## config.mk

```make
export PLATFORM = sky130hd
export DESIGN_NAME = wdt_device_flat
export DESIGN_NICKNAME = d
export VERILOG_FILES = /design/src/rtl/wdt_pkg.sv /design/src/rtl/wdt_if.sv /design/src/rtl/wdt_prescaler.sv /design/src/rtl/wdt_device.sv /design/src/flat_wrapper.sv
export SDC_FILE = /design/constraint.sdc
export NUM_CORES = 1
export LEC_CHECK = 0
export BUFFER_PORTS_ARGS = -buffer_cell sky130_fd_sc_hd__buf_4
export CAP_MARGIN = 15
export CORE_MARGIN = 2
export CORE_UTILIZATION = 55
export CTS_BUF_LIST = sky130_fd_sc_hd__clkbuf_4 sky130_fd_sc_hd__clkbuf_8
export DETAILED_ROUTE_END_ITERATION = 16
export PLACE_DENSITY = 0.76
export SYNTH_ARGS = -nofsm -noshare
export SYNTH_HDL_FRONTEND = slang
export SYNTH_SLANG_ARGS = --single-unit
```

## constraint.sdc

```tcl
create_clock -name hclk -period 4.7 [get_ports hclk]
set_clock_uncertainty 0.1 [all_clocks]
set_input_delay 0.235 -clock hclk [delete_from_list [all_inputs] [get_ports hclk]]
set_output_delay 0.235 -clock hclk [all_outputs]
set_load 0.005 [all_outputs]
```

## src/rtl/wdt_pkg.sv

```systemverilog
// Constants, types and helpers shared by the watchdog device end and its bus controller.
// Assumes a single 40 MHz clock on both ends and byte-indexed registers on the link.
// Contract
// Watchdog overflow sets flag, never interval mode
// Flag clears by zero write after read
// Reset enable makes overflow reset chip
// Disabled reset still clears counter, control
// Kind select: 0 power-on, 1 manual
// Reserved status bits read one, write one
// Mode one and run one: watchdog
// Software reloads counter before it overflows
// Overflow output lasts 128 clock cycles
// Internal reset starts together, lasts 512
// Pin reset wins and clears flag
// Watchdog reset spares port registers
// Mode zero, run one: interval timer
// No standby while timer runs
// Software picks divider covering settle time
// Wake counts, wrap to zero leaves standby
// Interval overflow sets flag, interrupt together
// Interrupt follows flag; handler clears it
// Run off holds counter at zero
// Divider codes select /2 up to /8192
// Counter, control via keyed word writes
// Status register keyed word writes
// Eight-bit counter, overflow is wrap
package wdt_pkg;

	localparam int CNT_W = 8;
	localparam int PRE_W = 13;

	// Register indices on the link (read: 0 control, 1 counter, 3 status)
	localparam logic [1:0] IDX_CTRL  = 2'h0;
	localparam logic [1:0] IDX_CNT   = 2'h1;
	localparam logic [1:0] IDX_RSTW  = 2'h2;
	localparam logic [1:0] IDX_RSTRD = 2'h3;

	// Upper-byte keys of word writes
	localparam logic [7:0] KEY_5A = 8'h5A;
	localparam logic [7:0] KEY_A5 = 8'hA5;
	localparam logic [7:0] ZERO_B = 8'h00;

	// Field positions
	localparam int B_FLAG = 7;
	localparam int B_MODE = 6;
	localparam int B_RUN  = 5;
	localparam int B_CHIP_RESET_ENABLE = 6;
	localparam int B_RESET_KIND_SELECT = 5;

	// Reserved ones and reset values
	localparam logic [7:0] CTRL_RSV = 8'h18;
	localparam logic [7:0] STAT_RSV = 8'h1F;
	localparam logic [7:0] CNT_INIT = 8'h00;
	localparam logic [7:0] CNT_TOP  = 8'hFF;

	// Pulse lengths in clock cycles
	localparam int OVF_OUT_CYC = 128;
	localparam int INT_RST_CYC = 512;

	// Controller register offsets and command fields
	localparam logic [7:0] H_CMD  = 8'h00;
	localparam logic [7:0] H_STAT = 8'h04;
	localparam logic [7:0] H_STBY = 8'h08;
	localparam int CMD_WR   = 16;
	localparam int CMD_WORD = 17;
	localparam int CMD_IDX  = 18;

	typedef enum logic [1:0] {
		WDT_ACTIVE  = 2'b00,
		WDT_STANDBY = 2'b01,
		WDT_WAKING  = 2'b11
	} wdt_pwr_e;

	// Divider mask: tick when low bits all ones
	function automatic logic [PRE_W-1:0] wdt_div_mask(input logic [2:0] sel);
		case (sel)
			3'h0: wdt_div_mask = 13'h0001;
			3'h1: wdt_div_mask = 13'h003F;
			3'h2: wdt_div_mask = 13'h007F;
			3'h3: wdt_div_mask = 13'h00FF;
			3'h4: wdt_div_mask = 13'h01FF;
			3'h5: wdt_div_mask = 13'h03FF;
			3'h6: wdt_div_mask = 13'h0FFF;
			default: wdt_div_mask = 13'h1FFF;
		endcase
	endfunction

endpackage

```

## src/rtl/wdt_if.sv

```systemverilog
// Link between the watchdog device end and its controller end.
// Assumes both ends run on the same clock; requests are one-cycle pulses.
`timescale 1ns/1ps
interface wdt_if;
	logic        req;           // Access request pulse
	logic        wr;            // 1 write, 0 read
	logic        word;          // 1 word access, 0 byte
	logic [1:0]  idx;           // Register index
	logic [15:0] wdata;         // Write data, key in upper byte
	logic [7:0]  rdata;         // Read data
	logic        ack;           // Answer pulse
	logic        standby_req;   // Standby wish from software
	logic        standby_grant; // Standby in force

	modport dev (input req, wr, word, idx, wdata, standby_req,
		output rdata, ack, standby_grant);
	modport host (output req, wr, word, idx, wdata, standby_req,
		input rdata, ack, standby_grant);
endinterface

```

## src/rtl/wdt_prescaler.sv

```systemverilog
// Divides the system clock into counter ticks at the selected ratio.
// Assumes clear is a level from the same clock domain.
`timescale 1ns/1ps
module wdt_prescaler
	import wdt_pkg::*;
#(
	parameter int W = PRE_W
) (
	input  wire logic       hclk,    // System clock
	input  wire logic       hresetn, // Async reset, low
	input  wire logic       clear,   // Hold divider at zero
	input  wire logic [2:0] sel,     // Divider code
	output logic            tick_q   // One-cycle tick
);

	logic [W-1:0] div_q;

	//////////////////////////////////////////////////////////////////////////
	// Free divider, held while the counter is stopped
	always_ff @(posedge hclk or negedge hresetn) begin
		if (!hresetn) begin
			div_q <= '0;
		end else if (clear) begin
			div_q <= '0;
		end else begin
			div_q <= div_q + 1'b1;
		end
	end

	// Tick when the selected low bits are all ones
	always_ff @(posedge hclk or negedge hresetn) begin
		if (!hresetn) begin
			tick_q <= 1'b0;
		end else begin
			tick_q <= !clear && ((div_q & W'(wdt_div_mask(sel))) == W'(wdt_div_mask(sel)));
		end
	end

endmodule

```

## src/rtl/wdt_device.sv

```systemverilog
// Watchdog and interval timer, the device end of the link.
// Assumes pins arrive asynchronously; link signals share hclk.
`timescale 1ns/1ps
module wdt_device
	import wdt_pkg::*;
(
	input  wire logic hclk,             // System clock
	input  wire logic hresetn,          // Async reset, low
	wdt_if.dev        bus,              // Register link
	input  wire logic ext_reset_pin_n,  // External reset pin, low
	input  wire logic wake_pin,         // Interrupt wake request
	output logic      ext_ovf_out_n_q,  // Overflow output, low
	output logic      chip_reset_q,     // Internal chip reset
	output logic      reset_kind_q,     // 0 power-on, 1 manual
	output logic      interval_irq_q,   // Interval interrupt
	output logic      clock_stop_q,     // Clocks held off
	output logic      port_init_q       // Port registers init
);

	logic [1:0]     rst_sync_q;
	logic [1:0]     wake_sync_q;
	logic           pin_rst;
	logic           wake;
	logic           ovf_q, mode_q, run_q;
	logic [2:0]     cks_q;
	logic [CNT_W-1:0] cnt_q;
	logic           watchdog_overflow_flag_q, chip_reset_enable_q, reset_kind_select_q;
	logic           ovf_seen_q, watchdog_overflow_flag_seen_q;
	logic [6:0]     out_cnt_q;
	logic [8:0]     rst_cnt_q;
	wdt_pwr_e       pwr_q;
	logic           tick, counting;
	logic           wr_ok, cnt_wr, ctl_wr, st_clr, st_set;
	logic           ovf_evt, wd_ovf, it_ovf;
	logic [7:0]     ctrl_rd, stat_rd;

	//////////////////////////////////////////////////////////////////////////
	// Pin synchronisers
	always_ff @(posedge hclk or negedge hresetn) begin
		if (!hresetn) begin
			rst_sync_q  <= 2'h0;
			wake_sync_q <= 2'h0;
		end else begin
			rst_sync_q  <= {rst_sync_q[0], ext_reset_pin_n};
			wake_sync_q <= {wake_sync_q[0], wake_pin};
		end
	end

	assign pin_rst = !rst_sync_q[1];
	assign wake    = wake_sync_q[1];

	//////////////////////////////////////////////////////////////////////////
	// Keyed word write decode
	assign wr_ok  = bus.req && bus.wr && bus.word;
	assign cnt_wr = wr_ok && bus.idx == IDX_CTRL && bus.wdata[15:8] == KEY_5A;
	assign ctl_wr = wr_ok && bus.idx == IDX_CTRL && bus.wdata[15:8] == KEY_A5;
	assign st_clr = wr_ok && bus.idx == IDX_RSTW && bus.wdata == {KEY_A5, ZERO_B};
	assign st_set = wr_ok && bus.idx == IDX_RSTW && bus.wdata[15:8] == KEY_5A;

	// Overflow events
	assign counting = run_q || pwr_q == WDT_WAKING;
	assign ovf_evt  = tick && cnt_q == CNT_TOP && !cnt_wr;
	assign wd_ovf   = ovf_evt && run_q && mode_q;
	assign it_ovf   = ovf_evt && run_q && !mode_q;

	// Read views with reserved ones
	assign ctrl_rd = {ovf_q, mode_q, run_q, 2'b00, cks_q} | CTRL_RSV;
	assign stat_rd = {watchdog_overflow_flag_q, chip_reset_enable_q, reset_kind_select_q, 5'h00} | STAT_RSV;

	wdt_prescaler #(
		.W(PRE_W)
	) u_pre (
		.hclk    (hclk),
		.hresetn (hresetn),
		.clear   (!counting),
		.sel     (cks_q),
		.tick_q  (tick)
	);

	//////////////////////////////////////////////////////////////////////////
	// Counter: write beats increment, overflow reloads zero
	always_ff @(posedge hclk or negedge hresetn) begin
		if (!hresetn) begin
			cnt_q <= CNT_INIT;
		end else if (pin_rst || wd_ovf) begin
			cnt_q <= CNT_INIT;
		end else if (cnt_wr) begin
			cnt_q <= bus.wdata[7:0];
		end else if (!counting) begin
			cnt_q <= CNT_INIT;
		end else if (tick) begin
			cnt_q <= cnt_q + 1'b1;
		end
	end

	// Control fields
	always_ff @(posedge hclk or negedge hresetn) begin
		if (!hresetn) begin
			mode_q <= 1'b0;
			run_q  <= 1'b0;
			cks_q  <= 3'h0;
		end else if (pin_rst || wd_ovf) begin
			mode_q <= 1'b0;
			run_q  <= 1'b0;
			cks_q  <= 3'h0;
		end else if (ctl_wr) begin
			mode_q <= bus.wdata[B_MODE];
			run_q  <= bus.wdata[B_RUN];
			cks_q  <= bus.wdata[2:0];
		end
	end

	// Interval flag; set wins over clear
	always_ff @(posedge hclk or negedge hresetn) begin
		if (!hresetn) begin
			ovf_q <= 1'b0;
		end else if (pin_rst) begin
			ovf_q <= 1'b0;
		end else if (it_ovf) begin
			ovf_q <= 1'b1;
		end else if (ctl_wr && ((!bus.wdata[B_FLAG] && ovf_seen_q)
				|| (!bus.wdata[B_RUN] && !mode_q))) begin
			ovf_q <= 1'b0;
		end
	end

	// Interrupt mirrors the interval flag
	always_ff @(posedge hclk or negedge hresetn) begin
		if (!hresetn) begin
			interval_irq_q <= 1'b0;
		end else begin
			interval_irq_q <= (ovf_q || it_ovf) && !pin_rst;
		end
	end

	// Read-as-set trackers for both flags
	always_ff @(posedge hclk or negedge hresetn) begin
		if (!hresetn) begin
			ovf_seen_q  <= 1'b0;
			watchdog_overflow_flag_seen_q <= 1'b0;
		end else if (pin_rst) begin
			ovf_seen_q  <= 1'b0;
			watchdog_overflow_flag_seen_q <= 1'b0;
		end else begin
			if (bus.req && !bus.wr && bus.idx == IDX_CTRL && ovf_q) begin
				ovf_seen_q <= 1'b1;
			end else if (ctl_wr || !ovf_q) begin
				ovf_seen_q <= 1'b0;
			end
			if (bus.req && !bus.wr && bus.idx == IDX_RSTRD && watchdog_overflow_flag_q) begin
				watchdog_overflow_flag_seen_q <= 1'b1;
			end else if (st_clr || !watchdog_overflow_flag_q) begin
				watchdog_overflow_flag_seen_q <= 1'b0;
			end
		end
	end

	//////////////////////////////////////////////////////////////////////////
	// Status register: flag, reset enable, reset kind
	always_ff @(posedge hclk or negedge hresetn) begin
		if (!hresetn) begin
			watchdog_overflow_flag_q <= 1'b0;
		end else if (pin_rst) begin
			watchdog_overflow_flag_q <= 1'b0;
		end else if (wd_ovf) begin
			watchdog_overflow_flag_q <= 1'b1;
		end else if (st_clr && watchdog_overflow_flag_seen_q) begin
			watchdog_overflow_flag_q <= 1'b0;
		end
	end

	always_ff @(posedge hclk or negedge hresetn) begin
		if (!hresetn) begin
			chip_reset_enable_q <= 1'b0;
			reset_kind_select_q <= 1'b0;
		end else if (pin_rst) begin
			chip_reset_enable_q <= 1'b0;
			reset_kind_select_q <= 1'b0;
		end else if (st_set) begin
			chip_reset_enable_q <= bus.wdata[B_CHIP_RESET_ENABLE];
			reset_kind_select_q <= bus.wdata[B_RESET_KIND_SELECT];
		end
	end

	//////////////////////////////////////////////////////////////////////////
	// Overflow output pulse
	always_ff @(posedge hclk or negedge hresetn) begin
		if (!hresetn) begin
			out_cnt_q       <= 7'h00;
			ext_ovf_out_n_q <= 1'b1;
		end else if (pin_rst) begin
			out_cnt_q       <= 7'h00;
			ext_ovf_out_n_q <= 1'b1;
		end else if (wd_ovf) begin
			out_cnt_q       <= 7'(OVF_OUT_CYC - 1);
			ext_ovf_out_n_q <= 1'b0;
		end else if (out_cnt_q != 7'h00) begin
			out_cnt_q <= out_cnt_q - 1'b1;
		end else begin
			ext_ovf_out_n_q <= 1'b1;
		end
	end

	// Internal chip reset pulse and its kind
	always_ff @(posedge hclk or negedge hresetn) begin
		if (!hresetn) begin
			rst_cnt_q    <= 9'h000;
			chip_reset_q <= 1'b0;
			reset_kind_q <= 1'b0;
		end else if (pin_rst) begin
			rst_cnt_q    <= 9'h000;
			chip_reset_q <= 1'b0;
		end else if (wd_ovf && chip_reset_enable_q) begin
			rst_cnt_q    <= 9'(INT_RST_CYC - 1);
			chip_reset_q <= 1'b1;
			reset_kind_q <= reset_kind_select_q;
		end else if (rst_cnt_q != 9'h000) begin
			rst_cnt_q <= rst_cnt_q - 1'b1;
		end else begin
			chip_reset_q <= 1'b0;
		end
	end

	// Port registers initialise on the pin only
	always_ff @(posedge hclk or negedge hresetn) begin
		if (!hresetn) begin
			port_init_q <= 1'b1;
		end else begin
			port_init_q <= pin_rst;
		end
	end

	//////////////////////////////////////////////////////////////////////////
	// Standby entry and timed wake
	always_ff @(posedge hclk or negedge hresetn) begin
		if (!hresetn) begin
			pwr_q <= WDT_ACTIVE;
		end else if (pin_rst) begin
			pwr_q <= WDT_ACTIVE;
		end else begin
			case (pwr_q)
				WDT_ACTIVE: begin
					if (bus.standby_req && !run_q) begin
						pwr_q <= WDT_STANDBY;
					end
				end
				WDT_STANDBY: begin
					if (wake) begin
						pwr_q <= WDT_WAKING;
					end
				end
				WDT_WAKING: begin
					if (tick && cnt_q == CNT_TOP) begin
						pwr_q <= WDT_ACTIVE;
					end
				end
				default: pwr_q <= WDT_ACTIVE;
			endcase
		end
	end

	always_ff @(posedge hclk or negedge hresetn) begin
		if (!hresetn) begin
			clock_stop_q      <= 1'b0;
			bus.standby_grant <= 1'b0;
		end else begin
			clock_stop_q      <= pwr_q != WDT_ACTIVE;
			bus.standby_grant <= pwr_q != WDT_ACTIVE;
		end
	end

	//////////////////////////////////////////////////////////////////////////
	// Read answer one cycle after the request
	always_ff @(posedge hclk or negedge hresetn) begin
		if (!hresetn) begin
			bus.ack   <= 1'b0;
			bus.rdata <= 8'h00;
		end else begin
			bus.ack <= bus.req;
			if (bus.req && !bus.wr) begin
				case (bus.idx)
					IDX_CTRL:  bus.rdata <= ctrl_rd;
					IDX_CNT:   bus.rdata <= cnt_q;
					IDX_RSTRD: bus.rdata <= stat_rd;
					default:   bus.rdata <= 8'h00;
				endcase
			end
		end
	end

endmodule

```

## src/flat_wrapper.sv

```systemverilog
// flat-port wrapper written by rule: the top's interface ports become plain ports
module wdt_device_flat import wdt_pkg::*;
  (hclk, hresetn, ext_reset_pin_n, wake_pin, ext_ovf_out_n_q, chip_reset_q, reset_kind_q, interval_irq_q, clock_stop_q, port_init_q, bus_req, bus_wr, bus_word, bus_idx, bus_wdata, bus_standby_req, bus_rdata, bus_ack, bus_standby_grant);
  wdt_if bus_i ();
  input  wire logic hclk;
  input  wire logic hresetn;
  input  wire logic ext_reset_pin_n;
  input  wire logic wake_pin;
  output logic ext_ovf_out_n_q;
  output logic chip_reset_q;
  output logic reset_kind_q;
  output logic interval_irq_q;
  output logic clock_stop_q;
  output logic port_init_q;
  input wire logic [$bits(bus_i.req)-1:0] bus_req;
  input wire logic [$bits(bus_i.wr)-1:0] bus_wr;
  input wire logic [$bits(bus_i.word)-1:0] bus_word;
  input wire logic [$bits(bus_i.idx)-1:0] bus_idx;
  input wire logic [$bits(bus_i.wdata)-1:0] bus_wdata;
  input wire logic [$bits(bus_i.standby_req)-1:0] bus_standby_req;
  output wire logic [$bits(bus_i.rdata)-1:0] bus_rdata;
  output wire logic [$bits(bus_i.ack)-1:0] bus_ack;
  output wire logic [$bits(bus_i.standby_grant)-1:0] bus_standby_grant;
  assign bus_i.req = bus_req;
  assign bus_i.wr = bus_wr;
  assign bus_i.word = bus_word;
  assign bus_i.idx = bus_idx;
  assign bus_i.wdata = bus_wdata;
  assign bus_i.standby_req = bus_standby_req;
  assign bus_rdata = bus_i.rdata;
  assign bus_ack = bus_i.ack;
  assign bus_standby_grant = bus_i.standby_grant;
  wdt_device u_core (.hclk(hclk), .hresetn(hresetn), .bus(bus_i), .ext_reset_pin_n(ext_reset_pin_n), .wake_pin(wake_pin), .ext_ovf_out_n_q(ext_ovf_out_n_q), .chip_reset_q(chip_reset_q), .reset_kind_q(reset_kind_q), .interval_irq_q(interval_irq_q), .clock_stop_q(clock_stop_q), .port_init_q(port_init_q));
endmodule
```

==> results.sh <==
export IMPL_status="completed"
export IMPL_die_area_sq_um=6890
export IMPL_drive_gt1_frac=0.168
export IMPL_netSwitchingFraction=0.214
export IMPL_reg2reg_slack_ps=2550
export IMPL_criticalPathCategory="primary input to flip-flop"
export IMPL_yosysWarnings=0
export IMPL_drc=0
export IMPL_r2r_start="u_core.cnt_q[0]$_DFFE_PN0P_"
export IMPL_critPathLaunchType="primary input"
export IMPL_slew_headroom=0.422
export IMPL_maxSlewViolCount=0
export IMPL_syn_inst=357
export IMPL_finalSetupTns_ps=0
export IMPL_ant_nets=0
export IMPL_crit_end="u_core.cnt_q[3]$_DFFE_PN0P_"
export IMPL_cts_tree="yes"
export IMPL_reg2regPathDepth=6
export IMPL_grt_max_degree=71
export IMPL_initialDrtViolationCount=215
export IMPL_netSwitchingPower_w=0.000280
export IMPL_p_comb_frac=0.058
export IMPL_cts_root_buf="clkbuf_8"
export IMPL_max_cap_viol_count=0
export IMPL_synth_cell_type_count=45
export IMPL_p_clk_frac=0.469
export IMPL_p_per_area_nw_per_um2=322
export IMPL_std_cell_rows=28
export IMPL_htreeDepth=3
export IMPL_port_buffers=41
export IMPL_fmax_mhz=441
export IMPL_drt_wl_total_um=7400
export IMPL_dr_pass1_iters=4
export IMPL_synth_edff_count=0
export IMPL_vias=2735
export IMPL_dpl_instance_area_sq_um=3770
export IMPL_intPower_w=0.00103
export IMPL_clockBufferDepth=2
export IMPL_track_usage=0.223
export IMPL_seq_power_share=0.473
export IMPL_io_pins=42
export IMPL_rsz0062_at_grt="no"
export IMPL_final_common_cell="dfrtp_1"
export IMPL_final_cell_mix="dfrtp_1, buf_4, nor2_1, a21oi_1, nand2_1"
export IMPL_grt_overflow=0
export IMPL_ys_seq_area_frac=0.511
export IMPL_diodes=0
export IMPL_wire_per_inst_um=15.4
export IMPL_postCtsHoldBufs=4
export IMPL_clock_latency_ps=340
export IMPL_stdcell_count=479
export IMPL_worst_pin_slew_ps=867
export IMPL_async_reset_ff_frac=1.00
export IMPL_reg2reg_to="u_core.cnt_q[3]$_DFFE_PN0P_"
export IMPL_critPathLaunch="bus_req"
export IMPL_hold_class="primary input to flip-flop"
export IMPL_synth_seq_cells=70
export IMPL_syn_area_sq_um=3430
export IMPL_ir_drop_mv=0.256
export IMPL_fin_area_sq_um=4070
export IMPL_routabilityCongestion=0.867
export IMPL_synth_flop_cell="dfrtp_1"
export IMPL_dp_hpwl_um=5000
export IMPL_p_leak_nw=1.87
export IMPL_cts_resized=0
export IMPL_cts_setup_buffers=0
export IMPL_fill_cells=464
export IMPL_avgSynthCellArea_sq_um=9.61
export IMPL_cp_arrival_ps=2410
export IMPL_grt_pass1_vias=2624
export IMPL_syn_nets=388
export IMPL_area_growth_pct=18.4
export IMPL_end_kind="flip-flop"
export IMPL_finalSetupViolations=0
export IMPL_crit_required_ps=4840
export IMPL_critPathMaxFanout=21
export IMPL_period_needed_ps=2270
export IMPL_hold_viol=0
export IMPL_grt_first_pass_wirelength_um=12700
export IMPL_core_area_sq_um=5990
export IMPL_clk_pin_slew_ps=80
export IMPL_grt_antenna_before_repair=0
export IMPL_dp_cells=459
export IMPL_cts_sinks=70
export IMPL_fin_nets=430
export IMPL_fin_crit_sh=0.483
export IMPL_die_h_um=83.0
export IMPL_die_w_um=83.0
export IMPL_vias_per_cell=5.71
export IMPL_initial_core_util=0.573
export IMPL_cts_buffers=9
[cell type report]
type,count,area (sq um),share of cell area
timing repair buffer,47,363,0.0893
multi-input combinational,263,1570,0.386
clock buffer,11,151,0.0372
tap,75,93.8,0.0231
inverter,8,30.0,0.00739
sequential,70,1750,0.432
clock inverter,5,105,0.0259
[cells in the mapped netlist, types with 3 or more instances]
cell type  count  area [sq um]
a211oi_1       3          22.5
a21oi_1       37           185
a31oi_1        3          18.8
and3_1         5          31.3
buf_2          4          20.0
clkbuf_1       8          30.0
dfrtp_1       68          1700
ha_1           5          62.6
inv_1          8          30.0
mux2i_1       11           110
nand2_1       37           139
nand2b_1       3          18.8
nand3_1       10          50.1
nand4_1        7          43.8
nand4bb_1      4          45.0
nor2_1        41           154
nor2b_1        6          37.5
nor3_1        12          60.1
nor4_1         4          25.0
o21a_1         3          22.5
o21ai_0       19          95.1
o22ai_1        3          18.8
or3_1          4          25.0
xnor2_1        9          78.8
xor2_1        18           158
[through the flow]
step                total power, W   util  setup slack (ps)  hold WS [ps]
floorplan                 0.000657      -              2880          -161
global placement          0.000706  0.629              2530           233
detailed placement        0.000707  0.629              2480           237
CTS                        0.00132  0.679              2430          45.2
global route               0.00135  0.679              2250          59.2
finish                     0.00131  0.679              2430          50.5
[power by group through the flow]
stage | registers, W | logic [W] | clock network [W]
2_1_floorplan | 0.000631 | 0.0000266 | 0
3_3_place_gp | 0.000632 | 0.0000740 | 0
3_5_place_dp | 0.000632 | 0.0000750 | 0
4_1_cts | 0.000620 | 0.0000777 | 0.000621
5_1_grt | 0.000622 | 0.0000851 | 0.000648
6_report | 0.000620 | 0.0000759 | 0.000614
[per-layer routing]
| layer | GRT usage | vias to the layer above | share of wire |
|---|---|---|---|
| met3 | 0.0388 | 11 | 0.051 |
| met2 | 0.350 | 76 | 0.47 |
| met5 | 0 | - | 0 |
| met1 | 0.310 | 1321 | 0.46 |
| li1 | - | 1327 | - |
| met4 | 0.0849 | 0 | 0.017 |
[flip-flops by register name (all words and copies together), names as in the netlist, 2 cells and up]
| register | cells |
|---|---|
| u_core.rst_cnt_q | 9 |
| u_core.pwr_q | 2 |
| u_core.u_pre.div_q | 13 |
| u_core.out_cnt_q | 7 |
| u_core.cnt_q | 8 |
| u_core.cks_q | 3 |
| u_core.bus.rdata | 8 |
| u_core.rst_sync_q | 2 |
| u_core.wake_sync_q | 2 |
[worst min-delay path by stage]
stage | from | end | cells after the start
final | bus_wdata[1] | u_core.cks_q[1]$_DFFE_PN0P_ | 3
after global routing | bus_wdata[1] | u_core.cnt_q[1]$_DFFE_PN0P_ | 3
after CTS | bus_wdata[1] | u_core.cks_q[1]$_DFFE_PN0P_ | 3
after detailed placement | u_core.rst_sync_q[0]$_DFF_PN0_ | u_core.rst_sync_q[1]$_DFF_PN0_ | 0
after global placement | u_core.wake_sync_q[0]$_DFF_PN0_ | u_core.wake_sync_q[1]$_DFF_PN0_ | 0
after floorplan | hresetn | u_core.bus.ack$_DFF_PN0_ | 0
[worst max-delay path: stages]
cell	delay, ps
dlygate4sd3_1	530
buf_4	110
nand3_1	120
nor4_2	300
buf_4	270
nand4b_2	240
nand2_1	330
nor3_1	280
[cells by family (layout without fill, tap and decap cells)]
group | after synthesis | count (layout) | synth area share
compound gates | 72 | 72 | 0.115
xor+xnor | 27 | 27 | 0.0689
fa+ha+maj | 5 | 5 | 0.0182
buf+inv | 24 | 71 | 0.0321
flops | 70 | 70 | 0.511
mux | 12 | 12 | 0.0354
simple gates | 147 | 147 | 0.219
No activity file was read; power rests on OpenSTA's default activity.
